$ cat config.mk
export PLATFORM = sky130hd
export DESIGN_NAME = mode_ctrl_regs
export DESIGN_NICKNAME = d
export VERILOG_FILES = /design/src/rtl/mode_ctrl_pkg.sv /design/src/rtl/mode_ctrl_regs.sv
export SDC_FILE = /design/constraint.sdc
export NUM_CORES = 1
export LEC_CHECK = 0
export ABC_AREA = 1
export BUFFER_PORTS_ARGS = -buffer_cell sky130_fd_sc_hd__buf_2
export CAP_MARGIN = 15
export CORE_MARGIN = 1.5
export CORE_UTILIZATION = 52
export DETAILED_ROUTE_END_ITERATION = 10
export HOLD_SLACK_MARGIN = 0.02
export PLACE_DENSITY_LB_ADDON = 0.25
export SLEW_MARGIN = 40
export SYNTH_ARGS = -nofsm -noshare
export SYNTH_HDL_FRONTEND = slang
export SYNTH_SLANG_ARGS = --single-unit
$ cat constraint.sdc
create_clock -name ref_clk -period 1.4 [get_ports ref_clk]
set_input_delay 0 -clock ref_clk [delete_from_list [all_inputs] [get_ports ref_clk]]
set_output_delay 0 -clock ref_clk [all_outputs]
set_load 0.02 [all_outputs]
$ cat src/rtl/mode_ctrl_pkg.sv
// Package with register map, field positions and codes of the mode control registers.
package mode_ctrl_pkg;

    // ------------------------------------------------------------------
    // Register addresses and reset values.
    // ------------------------------------------------------------------
    localparam logic [5:0] ADDR_PROTOCOL  = 6'h00;
    localparam logic [5:0] ADDR_OPERATION = 6'h01;
    localparam logic [5:0] ADDR_LAST      = 6'h3F;
    localparam logic [7:0] PROTOCOL_RESET  = 8'h00;
    localparam logic [7:0] OPERATION_RESET = 8'h00;
    localparam logic [7:0] OPERATION_MASK  = 8'hF8;

    // ------------------------------------------------------------------
    // Field positions.
    // ------------------------------------------------------------------
    localparam int PEER_BIT      = 7;
    localparam int TYPE_B_BIT    = 6;
    localparam int TX_RATE_LSB   = 3;
    localparam int RX_RATE_LSB   = 0;
    localparam int READY_BIT     = 7;
    localparam int RX_EN_BIT     = 6;
    localparam int LOW_POWER_BIT = 5;
    localparam int TX_EN_BIT     = 4;
    localparam int LISTEN_BIT    = 3;

    // ------------------------------------------------------------------
    // Rate codes and serial frame.
    // ------------------------------------------------------------------
    localparam logic [2:0] RATE_106 = 3'h0;
    localparam logic [2:0] RATE_848 = 3'h3;
    localparam logic [1:0] MODE_WRITE = 2'h0;
    localparam logic [1:0] MODE_READ  = 2'h1;
    localparam logic [1:0] MODE_CMD   = 2'h3;
    localparam logic [5:0] CMD_SET_DEFAULT = 6'h01;
    localparam logic [5:0] CMD_PEER_TX     = 6'h0A;
    localparam logic [5:0] CMD_MASK_RX     = 6'h10;
    localparam logic [5:0] CMD_UNMASK_RX   = 6'h11;
    localparam logic [3:0] FRAME_BITS = 4'h8;

endpackage : mode_ctrl_pkg

$ cat src/rtl/mode_ctrl_regs.sv
// Serial slave with protocol and operation control registers of the reader front end.
`timescale 1ns/1ps
`default_nettype none

module mode_ctrl_regs (
    input  wire logic       ref_clk,
    input  wire logic       rst_n,
    input  wire logic       spi_sclk,
    input  wire logic       spi_sen,
    input  wire logic       spi_mosi,
    input  wire logic       enable_pin,
    input  wire logic       field_detect,
    input  wire logic [7:0] display_value,
    output logic            spi_miso,
    output logic            spi_miso_oe,
    output logic            peer_mode,
    output logic            type_b,
    output logic [2:0]      tx_rate,
    output logic [2:0]      rx_rate,
    output logic            rate_reserved,
    output logic            ready_mode,
    output logic            receiver_enable,
    output logic            receiver_low_power,
    output logic            rf_output_enable,
    output logic            listen_irq,
    output logic            peer_tx_start,
    output logic            rx_masked,
    output logic            cmd_rejected
);

    // ------------------------------------------------------------------
    // Pin synchronisers and clock edge detection.
    // ------------------------------------------------------------------
    logic [1:0] sclk_s_q, sen_s_q, mosi_s_q, en_s_q, fld_s_q;
    logic       sclk_d1_q, fld_d1_q;

    always_ff @(posedge ref_clk or negedge rst_n) begin
        if (!rst_n) begin
            sclk_s_q  <= 2'h0;
            sen_s_q   <= 2'h3;
            mosi_s_q  <= 2'h0;
            en_s_q    <= 2'h0;
            fld_s_q   <= 2'h0;
            sclk_d1_q <= 1'b0;
            fld_d1_q  <= 1'b0;
        end else begin
            sclk_s_q  <= {sclk_s_q[0], spi_sclk};
            sen_s_q   <= {sen_s_q[0], spi_sen};
            mosi_s_q  <= {mosi_s_q[0], spi_mosi};
            en_s_q    <= {en_s_q[0], enable_pin};
            fld_s_q   <= {fld_s_q[0], field_detect};
            sclk_d1_q <= sclk_s_q[1];
            fld_d1_q  <= fld_s_q[1];
        end
    end

    wire logic sel      = ~sen_s_q[1];
    wire logic sclk_ris = sclk_s_q[1] & ~sclk_d1_q;
    wire logic sclk_fal = ~sclk_s_q[1] & sclk_d1_q;

    // ------------------------------------------------------------------
    // Serial frame: mode(2) address(6), then one data byte.
    // ------------------------------------------------------------------
    typedef enum logic [2:0] {
        ST_IDLE = 3'b001,
        ST_HEAD = 3'b010,
        ST_DATA = 3'b100
    } frame_t;

    frame_t     state_q;
    logic [3:0] bit_cnt_q;
    logic [7:0] shift_q;
    logic [1:0] mode_q;
    logic [5:0] addr_q;
    logic [7:0] tx_byte_q;
    logic [7:0] protocol_q;
    logic [7:0] operation_q;

    function automatic logic [7:0] read_mux(input logic [5:0] a, input logic [7:0] p,
                                            input logic [7:0] o, input logic [7:0] d);
        case (a)
            mode_ctrl_pkg::ADDR_PROTOCOL:  read_mux = p;
            mode_ctrl_pkg::ADDR_OPERATION: read_mux = o & mode_ctrl_pkg::OPERATION_MASK;
            default:                       read_mux = d;
        endcase
    endfunction : read_mux

    wire logic [7:0] shifted  = {shift_q[6:0], mosi_s_q[1]};
    wire logic       last_bit = sclk_ris && bit_cnt_q == mode_ctrl_pkg::FRAME_BITS - 4'h1;
    wire logic       head_done = state_q == ST_HEAD && last_bit;
    wire logic       wr_done   = state_q == ST_DATA && last_bit && mode_q == mode_ctrl_pkg::MODE_WRITE;
    wire logic       cmd_go    = head_done && shifted[7:6] == mode_ctrl_pkg::MODE_CMD;
    wire logic       restore   = cmd_go && shifted[5:0] == mode_ctrl_pkg::CMD_SET_DEFAULT;

    always_ff @(posedge ref_clk or negedge rst_n) begin
        if (!rst_n) begin
            state_q   <= ST_IDLE;
            bit_cnt_q <= 4'h0;
            shift_q   <= 8'h00;
            mode_q    <= 2'h0;
            addr_q    <= 6'h00;
        end else if (!sel) begin
            state_q   <= ST_IDLE;
            bit_cnt_q <= 4'h0;
        end else begin
            case (state_q)
                ST_IDLE: begin
                    state_q   <= ST_HEAD;
                    bit_cnt_q <= 4'h0;
                end
                ST_HEAD, ST_DATA: begin
                    if (sclk_ris) begin
                        shift_q   <= shifted;
                        bit_cnt_q <= last_bit ? 4'h0 : bit_cnt_q + 4'h1;
                        if (head_done) begin
                            mode_q  <= shifted[7:6];
                            addr_q  <= shifted[5:0];
                            state_q <= ST_DATA;
                        end
                    end
                end
                default: state_q <= ST_IDLE;
            endcase
        end
    end

    // ------------------------------------------------------------------
    // Read data: loaded after the header, shifted out on falling edges.
    // ------------------------------------------------------------------
    always_ff @(posedge ref_clk or negedge rst_n) begin
        if (!rst_n) begin
            tx_byte_q   <= 8'h00;
            spi_miso    <= 1'b0;
            spi_miso_oe <= 1'b0;
        end else begin
            spi_miso_oe <= sel && state_q == ST_DATA && mode_q == mode_ctrl_pkg::MODE_READ;
            if (head_done) begin
                tx_byte_q <= read_mux(shifted[5:0], protocol_q, operation_q,
                                      display_value);
            end else if (sclk_fal && state_q == ST_DATA) begin
                spi_miso  <= tx_byte_q[7];
                tx_byte_q <= {tx_byte_q[6:0], 1'b0};
            end
        end
    end

    // ------------------------------------------------------------------
    // Configuration registers.
    // ------------------------------------------------------------------
    always_ff @(posedge ref_clk or negedge rst_n) begin
        if (!rst_n) begin
            protocol_q  <= mode_ctrl_pkg::PROTOCOL_RESET;
            operation_q <= mode_ctrl_pkg::OPERATION_RESET;
        end else if (restore) begin
            protocol_q  <= mode_ctrl_pkg::PROTOCOL_RESET;
            operation_q <= mode_ctrl_pkg::OPERATION_RESET;
        end else if (wr_done) begin
            if (addr_q == mode_ctrl_pkg::ADDR_PROTOCOL) protocol_q <= shifted;
            if (addr_q == mode_ctrl_pkg::ADDR_OPERATION) begin
                operation_q <= shifted & mode_ctrl_pkg::OPERATION_MASK;
            end
        end
    end

    // ------------------------------------------------------------------
    // Control outputs, updated two cycles after the last data bit.
    // ------------------------------------------------------------------
    wire logic peer = protocol_q[mode_ctrl_pkg::PEER_BIT];
    wire logic rdy  = operation_q[mode_ctrl_pkg::READY_BIT] | en_s_q[1];
    wire logic rxon = operation_q[mode_ctrl_pkg::RX_EN_BIT];

    always_ff @(posedge ref_clk or negedge rst_n) begin
        if (!rst_n) begin
            peer_mode          <= 1'b0;
            type_b             <= 1'b0;
            tx_rate            <= mode_ctrl_pkg::RATE_106;
            rx_rate            <= mode_ctrl_pkg::RATE_106;
            rate_reserved      <= 1'b0;
            ready_mode         <= 1'b0;
            receiver_enable    <= 1'b0;
            receiver_low_power <= 1'b0;
            rf_output_enable   <= 1'b0;
        end else begin
            peer_mode <= peer;
            type_b    <= ~peer & protocol_q[mode_ctrl_pkg::TYPE_B_BIT];
            tx_rate   <= peer ? mode_ctrl_pkg::RATE_106
                              : protocol_q[mode_ctrl_pkg::TX_RATE_LSB +: 3];
            rx_rate   <= peer ? mode_ctrl_pkg::RATE_106
                              : protocol_q[mode_ctrl_pkg::RX_RATE_LSB +: 3];
            rate_reserved <= ~peer & (protocol_q[mode_ctrl_pkg::TX_RATE_LSB + 2]
                                      | protocol_q[mode_ctrl_pkg::RX_RATE_LSB + 2]);
            ready_mode         <= rdy;
            receiver_enable    <= rxon;
            receiver_low_power <= operation_q[mode_ctrl_pkg::LOW_POWER_BIT];
            rf_output_enable   <= operation_q[mode_ctrl_pkg::TX_EN_BIT];
        end
    end

    // ------------------------------------------------------------------
    // Direct commands and listen interrupt.
    // ------------------------------------------------------------------
    wire logic is_peer_tx = cmd_go && shifted[5:0] == mode_ctrl_pkg::CMD_PEER_TX;
    wire logic is_mask    = cmd_go && shifted[5:0] == mode_ctrl_pkg::CMD_MASK_RX;
    wire logic is_unmask  = cmd_go && shifted[5:0] == mode_ctrl_pkg::CMD_UNMASK_RX;
    wire logic field_rise = fld_s_q[1] & ~fld_d1_q;

    always_ff @(posedge ref_clk or negedge rst_n) begin
        if (!rst_n) begin
            peer_tx_start <= 1'b0;
            rx_masked     <= 1'b0;
            cmd_rejected  <= 1'b0;
            listen_irq    <= 1'b0;
        end else begin
            peer_tx_start <= is_peer_tx && peer && rdy;
            cmd_rejected  <= (is_peer_tx && !(peer && rdy))
                           || ((is_mask || is_unmask) && !rxon);
            if (is_mask && rxon) rx_masked <= 1'b1;
            else if (is_unmask && rxon) rx_masked <= 1'b0;
            listen_irq <= field_rise && operation_q[mode_ctrl_pkg::LISTEN_BIT];
        end
    end

    // ------------------------------------------------------------------
    // Assertions.
    // ------------------------------------------------------------------
    a_peer_rates: assert property (@(posedge ref_clk) disable iff (!rst_n)
        peer_mode |-> tx_rate == mode_ctrl_pkg::RATE_106 && rx_rate == mode_ctrl_pkg::RATE_106)
        else $error("Peer mode rates not forced to 106.");
    a_type_b_gated: assert property (@(posedge ref_clk) disable iff (!rst_n)
        peer_mode |-> !type_b) else $error("Type B active in peer mode.");
    a_ready_or: assert property (@(posedge ref_clk) disable iff (!rst_n)
        ##1 ready_mode == $past(rdy)) else $error("Ready not OR of bit and pin.");
    a_restore_zero: assert property (@(posedge ref_clk) disable iff (!rst_n)
        restore |=> protocol_q == 8'h00 && operation_q == 8'h00)
        else $error("Restore did not clear registers.");
    a_op_low_zero: assert property (@(posedge ref_clk) disable iff (!rst_n)
        operation_q[2:0] == 3'h0) else $error("Unused operation bits set.");
    a_write_lands: assert property (@(posedge ref_clk) disable iff (!rst_n)
        wr_done && !restore && addr_q == mode_ctrl_pkg::ADDR_PROTOCOL
        |=> ##1 peer_mode == $past(shifted[7], 2)) else $error("Write too slow.");
    a_peer_tx_gate: assert property (@(posedge ref_clk) disable iff (!rst_n)
        peer_tx_start |-> $past(peer) && $past(rdy)) else $error("Peer transmit not gated.");
    a_mask_gate: assert property (@(posedge ref_clk) disable iff (!rst_n)
        $changed(rx_masked) |-> $past(rxon)) else $error("Mask changed with receiver off.");
    a_listen_irq: assert property (@(posedge ref_clk) disable iff (!rst_n)
        listen_irq |-> $past(operation_q[mode_ctrl_pkg::LISTEN_BIT]))
        else $error("Listen interrupt without listen mode.");
    a_rx_enable: assert property (@(posedge ref_clk) disable iff (!rst_n)
        ##1 receiver_enable == $past(rxon)) else $error("Receiver enable mismatch.");

endmodule : mode_ctrl_regs

`default_nettype wire

# == Yosys cells after proc, flatten, opt, wreduce, memory -nomap -nowiden ==
# Index checks and enable logic that the tools add are counted.
# word_totals
inputBits,15
ff_bits,77
out_inout_bits,19
word_cells,119
# classes
n_bitwise,13
n_reduce_logical,41
muxes,21
add_sub_neg,1
eq_ne,13
# op_table
operator,count
8-bit two-way mux,8
1-bit logical AND,20
8-bit one-hot mux with 2 select lines,1
3-bit two-way mux,5
"6-bit by 1-bit == test with 1-bit output, second input constant",2
"6-bit by 5-bit == test with 1-bit output, second input constant",2
6-bit zero test,2
4-bit two-way mux,3
2-bit AND reduction,5
2-bit nonzero test,5
4-bit one-hot mux with 2 select lines,1
"6-bit by 4-bit == test with 1-bit output, second input constant",1
"3-bit inequality test, second input constant",2
1-bit NOT,6
3-bit one-hot mux with 2 select lines,1
1-bit AND,5
"4-bit by 1-bit adder with 4-bit output, second input constant",1
"4-bit by 3-bit == test with 1-bit output, second input constant",1
4-bit AND reduction,1
"3-bit by 1-bit == test with 1-bit output, second input constant",1
"3-bit by 2-bit == test with 1-bit output, second input constant",1
"3-bit == test, second input constant",1
3-bit AND reduction,1
3-bit nonzero test,1
other kinds (8),12

# == Depth between registers and ports, before layout ==
# Gate-level depths: netlist of the first run.
# depth
word_depth,9
ltp_mapped,9

# == Worst setup path after synthesis of the first run ==
# Ideal clock, no wire load.
# synth_timing
path_kind,register to register
from,reg bit_cnt_q[0]
to,reg protocol_q[7]
slack_ps,-52
stages_incl_launch_ff,10
arrival_time_ps,1334
cell_sequence,dfrtp_1 > ha_1 > nand2_2 > nor2_4 > nand2_4 > nor2_8 > nand3_4 > buf_6 > nand3_1 > nand2_1
# synth_via
elab_chain_len,7
# synth_lines
element,line,source
start: declaration,mode_ctrl_regs.sv:71,logic [3:0] bit_cnt_q;
start signal: assignment,mode_ctrl_regs.sv:114,bit_cnt_q <= last_bit ? 4'h0 : bit_cnt_q + 4'h1;
4-bit by 3-bit == test with 1-bit output (*),mode_ctrl_regs.sv:89,wire logic last_bit = sclk_ris && bit_cnt_q == mode_ctrl_pkg::FRAME_BITS - 4'h1;
1-bit logical AND (*),mode_ctrl_regs.sv:89,
1-bit logical AND,mode_ctrl_regs.sv:90,wire logic head_done = state_q == ST_HEAD && last_bit;
1-bit logical AND,mode_ctrl_regs.sv:92,wire logic cmd_go = head_done && shifted[7:6] == mode_ctrl_pkg::MODE_CMD;
1-bit logical AND,mode_ctrl_regs.sv:93,wire logic restore = cmd_go && shifted[5:0] == mode_ctrl_pkg::CMD_SET_DEFAULT;
2-bit nonzero test (no source line),-,
2-bit AND reduction (no source line),-,
end signal: assignment,mode_ctrl_regs.sv:152,protocol_q <= mode_ctrl_pkg::PROTOCOL_RESET;
end signal: assignment,mode_ctrl_regs.sv:155,protocol_q <= mode_ctrl_pkg::PROTOCOL_RESET;
end signal: assignment,mode_ctrl_regs.sv:158,if (addr_q == mode_ctrl_pkg::ADDR_PROTOCOL) protocol_q <= shifted;
end: declaration,mode_ctrl_regs.sv:76,logic [7:0] protocol_q;
# Every way passes the cells marked *; elsewhere a longest branch is shown, timed or not.
# A chain may end at the register's enable or synchronous reset.

# == Worst setup path in the final report of the first run ==
# layout_timing
from,reg bit_cnt_q[1]
to,reg protocol_q[6]
# Same word-level chain as after synthesis.

==> impl_metrics.csv, run 1 <==
group,metric,value,unit
status,status,"finished with violations",
status,violations,"setup timing",
sta,tns,-3680,ps
finish,drive_above_1_share,32.2,%
pwr,pwr-share-seq,50.3,%
detailed_routing,wl,7710,microns
finish,antenna_cells,0,
sta,post-route-min-period,1590,ps
worst_setup_path,endpoint_kind,"flop",
finish,layout.nets,471,
global_routing,grt_first_pass_wirelength,11900,microns
sta,setup_viol,42,
cts,cts_tree,"done",
detailed_routing,ant_nets,0,
die,dieArea,0.00650,sq mm
sta,fin_hold_ws,58.1,ps
synth,synth_warnings,0,
cts,clk_latency,370,ps
detailed_routing,drt_iter0_markers,141,
finish,fillers,417,
sta,drv_slew,0,
cts,ctsHtreeMaxLevel,3,
sta,max_freq,630,MHz
global_routing,grt_start_max_net_pins,33,
cts,path_clk_slew,80,ps
detailed_routing,drc,0,
worst_hold_path,worstHoldPathType,"in -> reg",
synth,synth_nets,372,
die,std_cell_rows,28,
pwr,clkPwrFrac,38.3,%
cts,cts_sinks,74,
sta,layout_worst_path_cycle_share,113,%
global_routing,grt_busiest_layer,"met2",
global_routing,gr-usage-met2,39.5,%
synth,yosysSeqAreaShare,59.2,%
synth,ys_ff_latch,74,
sta,rsz0062_at_grt,"yes",
cts,cts_root_buffer,"clkbuf_8",
worst_setup_path,crit_required,1660,ps
global_routing,antenna_found_initial,0,
sta,worst_pin_slew,476,ps
place,place_ws,-173,ps
global_routing,grt_usage,24.8,%
run,drv_cap,0,
finish,syn_to_final_growth,36.5,%
cts,clock_path_buffers,2,
detailed_routing,wl_per_cell,14.4,microns
sta,slew-limit-headroom,68.2,%
synth,synth_area_per_cell,8.81,sq um
pwr,p_int,0.00327,W
finish,mostFrequentLayoutCell,"nand2_1",
detailed_routing,dr_total_vias,2741,
sta,setup_ws,-188,ps
global_routing,grt_pass1_vias,2613,
pwr,p_comb_share,11.4,%
pwr,switching_share,25.8,%
worst_setup_path,crit_fanout,5,
global_routing,gr-total-overflow,0,
cts,cts-buffers-inserted,9,
sta,fin_skew,9.09,ps
die,initial_core_util,53.3,%
detailed_routing,via_per_inst,5.12,
die,fp.dieH,80.7,microns
place,io_buffer_count,33,
synth,syn-cell-area,0.00314,sq mm
worst_setup_path,startpoint_type,"flop",
die,io_pins,34,
sta,hold_viol,0,
pwr,p_per_area,1030,mW/mm^2
pwr,p_leak,2.28,nW
pwr,switching_power,0.00114,W
synth,synthDistinctLibCells,24,
global_routing,use_met3,8.64,%
place,gp_congestion,0.870,
synth,synthCells,356,
pwr,peakVddDrop,0.953,mV
global_routing,gr-usage-met1,31.6,%
die,core_region_area,0.00589,sq mm
place,place.detailed.hpwl,4750,microns
worst_setup_path,cp.arrival,1840,ps
finish,final_cell_mix,"103 x nand2_1, 71 x dfrtp_1, 35 x nand3_1, 35 x buf_4, 33 x inv_1",
worst_setup_path,crit_type,"reg -> reg",
die,dieWidth,80.7,microns
detailed_routing,dr.pass1.iters,4,
## power by group through the flow
| stage | sequential, W | combinational (W) | clock (W) |
|---|---|---|---|
| after global placement | 0.00225 | 0.000380 | 0 |
| after CTS | 0.00221 | 0.000451 | 0.00170 |
| after detailed placement | 0.00225 | 0.000387 | 0 |
| final | 0.00222 | 0.000502 | 0.00168 |
| after global routing | 0.00222 | 0.000550 | 0.00178 |
| after floorplan | 0.00225 | 0.000170 | 0 |
## metrics by stage
stage	area (sq um)	power, W	std cells	utilization [%]
floorplan	3140	0.00242	356	-
global placement	3570	0.00263	486	60.7
detailed placement	3570	0.00264	486	60.7
CTS	4120	0.00437	528	70.0
global route	4280	0.00455	535	72.7
finish	4280	0.00440	535	72.7
## state kept, by name, indices dropped and copies added, names as in the netlist, 2 cells and up
register     cells
state_q          3
protocol_q       8
mosi_s_q         2
en_s_q           2
tx_byte_q        8
sen_s_q          2
mode_q           2
addr_q           6
sclk_s_q         2
operation_q      5
tx_rate          3
fld_s_q          2
rx_rate          3
shift_q          7
bit_cnt_q        4
## logic make-up after synthesis
family                     Yosys count  synth area share (%)
and+or+nand+nor                    215                  30.9
DFF                                 74                  59.2
buffers and inverters               43                  5.87
AOI/OAI and AO/OA                   23                  3.67
adders and majority gates            1                 0.399
## worst paths after layout
check                                       from            end  slack (ps)  depth (start not counted)
worst max-delay path                bit_cnt_q[1]  protocol_q[6]        -190                          8
worst max register to register      bit_cnt_q[1]  protocol_q[6]        -190                          8
worst min-delay path            display_value[3]   tx_byte_q[3]          60                          5
max in group asynchronous                  rst_n  protocol_q[3]         770                          3
min in group asynchronous                  rst_n       spi_miso          80                          2
worst min register to register         en_s_q[0]      en_s_q[1]         350                          0
## per-layer routing
metal  part of all wire [%]  vias to the layer above
met2                     50                       80
met3                    5.1                       16
li1                       -                     1334
met1                     42                     1311
met4                    2.3                        0
met5                      0                        -
## critical path, cell delays in order, from the launching register on
cell     delay [ps]
dfrtp_1         400
ha_4            180
nand2_4          60
nor2_4          140
nand2_4         110
nor2_4          220
nand3_4         150
nand3_1         170
nand2_1          60
## what timing repair did
action,4_1_cts,5_1_grt
gates resized for setup,25,30
endpoints found under the setup margin,33,46
cloned,4,1
buffers inserted,9,6
pin swaps,19,11
hold buffers,13,0
endpoints found under the hold margin,84,0
## cell usage after synthesis, drive strengths merged
cell type  count  share of area [%]
buf            4                1.2
clkbuf         1               0.12
nand2        123                 16
nand4          6                1.2
o21ai         19                3.0
nor3           2               0.32
nand3         42                7.3
a21oi          4               0.64
inv           38                4.5
nor2          41                6.3
ha             1               0.40
dfrtp         71                 57
or2            1               0.20
dfstp          3                2.5
## layout make-up
cell class / instances / area, sq um / area share (%)
flip-flops and latches: 74 / 1860 / 43.3
multi-input cells: 244 / 1320 / 30.8
repair buffers: 88 / 664 / 15.5
well taps: 75 / 93.8 / 2.19
inverters: 38 / 145 / 3.39
clock inverters: 6 / 65.1 / 1.52
clock buffers: 10 / 138 / 3.22
No activity file was read; power rests on OpenSTA's default activity.
==> run 2: changes to the inputs <==
--- a/config.mk
+++ b/config.mk
@@ -17,3 +17,4 @@
 export SYNTH_ARGS = -nofsm -noshare
 export SYNTH_HDL_FRONTEND = slang
 export SYNTH_SLANG_ARGS = --single-unit
+export TNS_END_PERCENT = 1
==> impl_metrics.csv, run 2 (synthesis gave the netlist of run 1 again) <==
group,metric,value,unit
detailed_routing,wl,7030,microns
finish,drive_above_1_share,25.4,%
sta,fin_skew,7.37,ps
pwr,clkPwrFrac,38.5,%
finish,mostFrequentLayoutCell,"nand2_1",
detailed_routing,route.met3.wl,407,microns
sta,hold_viol,0,
cts,path_clk_slew,80,ps
sta,rsz0062_at_grt,"yes",
worst_hold_path,hp-start,"display_value[3]",
status,status,"finished with violations",
pwr,p_int,0.00324,W
worst_setup_path,cp.arrival,1820,ps
cts,clk_latency,350,ps
place,place.detailed.hpwl,4750,microns
die,dieArea,0.00650,sq mm
sta,setup_viol,38,
place,gp_congestion,0.870,
finish,syn_to_final_growth,29.3,%
sta,drv_slew,0,
cts,clock_path_buffers,2,
sta,worst_pin_slew,371,ps
pwr,p_leak,2.16,nW
pwr,p_comb_share,10.3,%
finish,layout.nets,459,
cts,cts_tree,"done",
run,drv_cap,0,
die,io_pins,34,
finish,fin_area,0.00406,sq mm
die,initial_core_util,53.3,%
pwr,switching_share,25.0,%
worst_setup_path,crit_type,"reg -> reg",
detailed_routing,drt_iter0_markers,191,
cts,ctsHtreeMaxLevel,3,
sta,post-route-min-period,1530,ps
place,placed_area,0.00357,sq mm
detailed_routing,dr_total_vias,2637,
global_routing,gr-total-overflow,0,
die,fp.dieH,80.7,microns
global_routing,antenna_found_initial,0,
detailed_routing,dr.pass1.iters,6,
die,dieWidth,80.7,microns
sta,fin_hold_ws,42.3,ps
detailed_routing,wl_per_cell,13.4,microns
pwr,p_per_area,1070,mW/mm^2
worst_setup_path,crit_fanout,6,
detailed_routing,ant_nets,0,
detailed_routing,via_per_inst,5.04,
detailed_routing,met1_length,3140,microns
worst_setup_path,endpoint_kind,"flop",
global_routing,grt_usage,24.2,%
cts,cts_sinks,74,
worst_hold_path,worstHoldPathType,"in -> reg",
place,io_buffer_count,33,
pwr,fin_total_pwr,0.00432,W
global_routing,grt_pass1_vias,2557,
status,violations,"setup timing",
pwr,peakVddDrop,0.941,mV
pwr,switching_power,0.00108,W
worst_setup_path,cp-startpoint,"bit_cnt_q[1]",
sta,layout_worst_path_cycle_share,109,%
sta,slew-limit-headroom,75.2,%
detailed_routing,wl_met2,3350,microns
worst_setup_path,crit_required,1680,ps
cts,cts_root_buffer,"clkbuf_8",
pwr,pwr-share-seq,51.2,%
detailed_routing,top_layer,"met4",
global_routing,grt_first_pass_wirelength,11600,microns
global_routing,grt_start_max_net_pins,33,
sta,setup_ws,-133,ps
finish,antenna_cells,0,
finish,fillers,455,
worst_setup_path,reg2reg_from,"bit_cnt_q[1]",
finish,reg.largest.list,"protocol_q x8, tx_byte_q x8, shift_q x7",
detailed_routing,drc,0,
die,std_cell_rows,28,
worst_setup_path,startpoint_type,"flop",
finish,final_cell_mix,"115 x nand2_1, 70 x dfrtp_1, 39 x nand3_1",
cts,cts-buffers-inserted,9,
sta,max_freq,652,MHz
die,core_region_area,0.00589,sq mm
sta,tns,-1720,ps
## run 2: worst paths after layout
check | cells past startpoint | to | slack (ps)
worst max-delay path | 8 | protocol_q[0] | -130
worst min-delay path | 5 | tx_byte_q[3] | 40
worst max register to register | 8 | protocol_q[0] | -130
worst min register to register | 0 | en_s_q[1] | 350
max in group asynchronous | 3 | protocol_q[3] | 760
min in group asynchronous | 2 | spi_miso | 90
## run 2: power groups by stage
stage,clock network [W],registers [W],logic [W]
finish,0.00166,0.00222,0.000445
global route,0.00178,0.00222,0.000493
CTS,0.00170,0.00221,0.000432
detailed placement,0,0.00225,0.000387
global placement,0,0.00225,0.000380
floorplan,0,0.00225,0.000170
## run 2: cell type report
type,count,area [sq um],area share [%]
tap,75,93.8,2.31
clock buffer,10,138,3.39
multi-input combinational,242,1180,29.2
inverter,38,143,3.52
timing repair buffer,78,574,14.2
clock inverter,6,65.1,1.60
sequential,74,1860,45.8
## run 2: worst max-delay path, stage by stage (launching register included)
cell,delay (ps)
dfrtp_1,400
ha_4,170
nand3_1,90
nor2_2,170
nand3_1,140
nor2_1,150
buf_4,170
nor2_1,40
nor2_1,130
## run 2: metrics by stage
step / instances / utilization (%) / worst slack [ps]
after detailed placement: 486 / 60.7 / -173
after floorplan: 356 / - / -46.9
final: 523 / 68.9 / -133
after CTS: 523 / 68.4 / -104
after global routing: 523 / 68.9 / -183
after global placement: 486 / 60.7 / -65.9
## run 2: what timing repair did
item,4_1_cts,5_1_grt
hold endpoints to repair,84,0
hold buffers,13,0
endpoints found under the setup margin,33,45
gates cloned,3,0
buffers inserted,5,0
pin swaps,10,1
gates resized for setup,11,9
## run 2: layer usage
metal / GRT usage, % / up-vias
li1: - / 1308
met1: 30.9 / 1223
met2: 38.0 / 89
met3: 8.75 / 17
met4: 8.79 / 0
met5: 0 / -
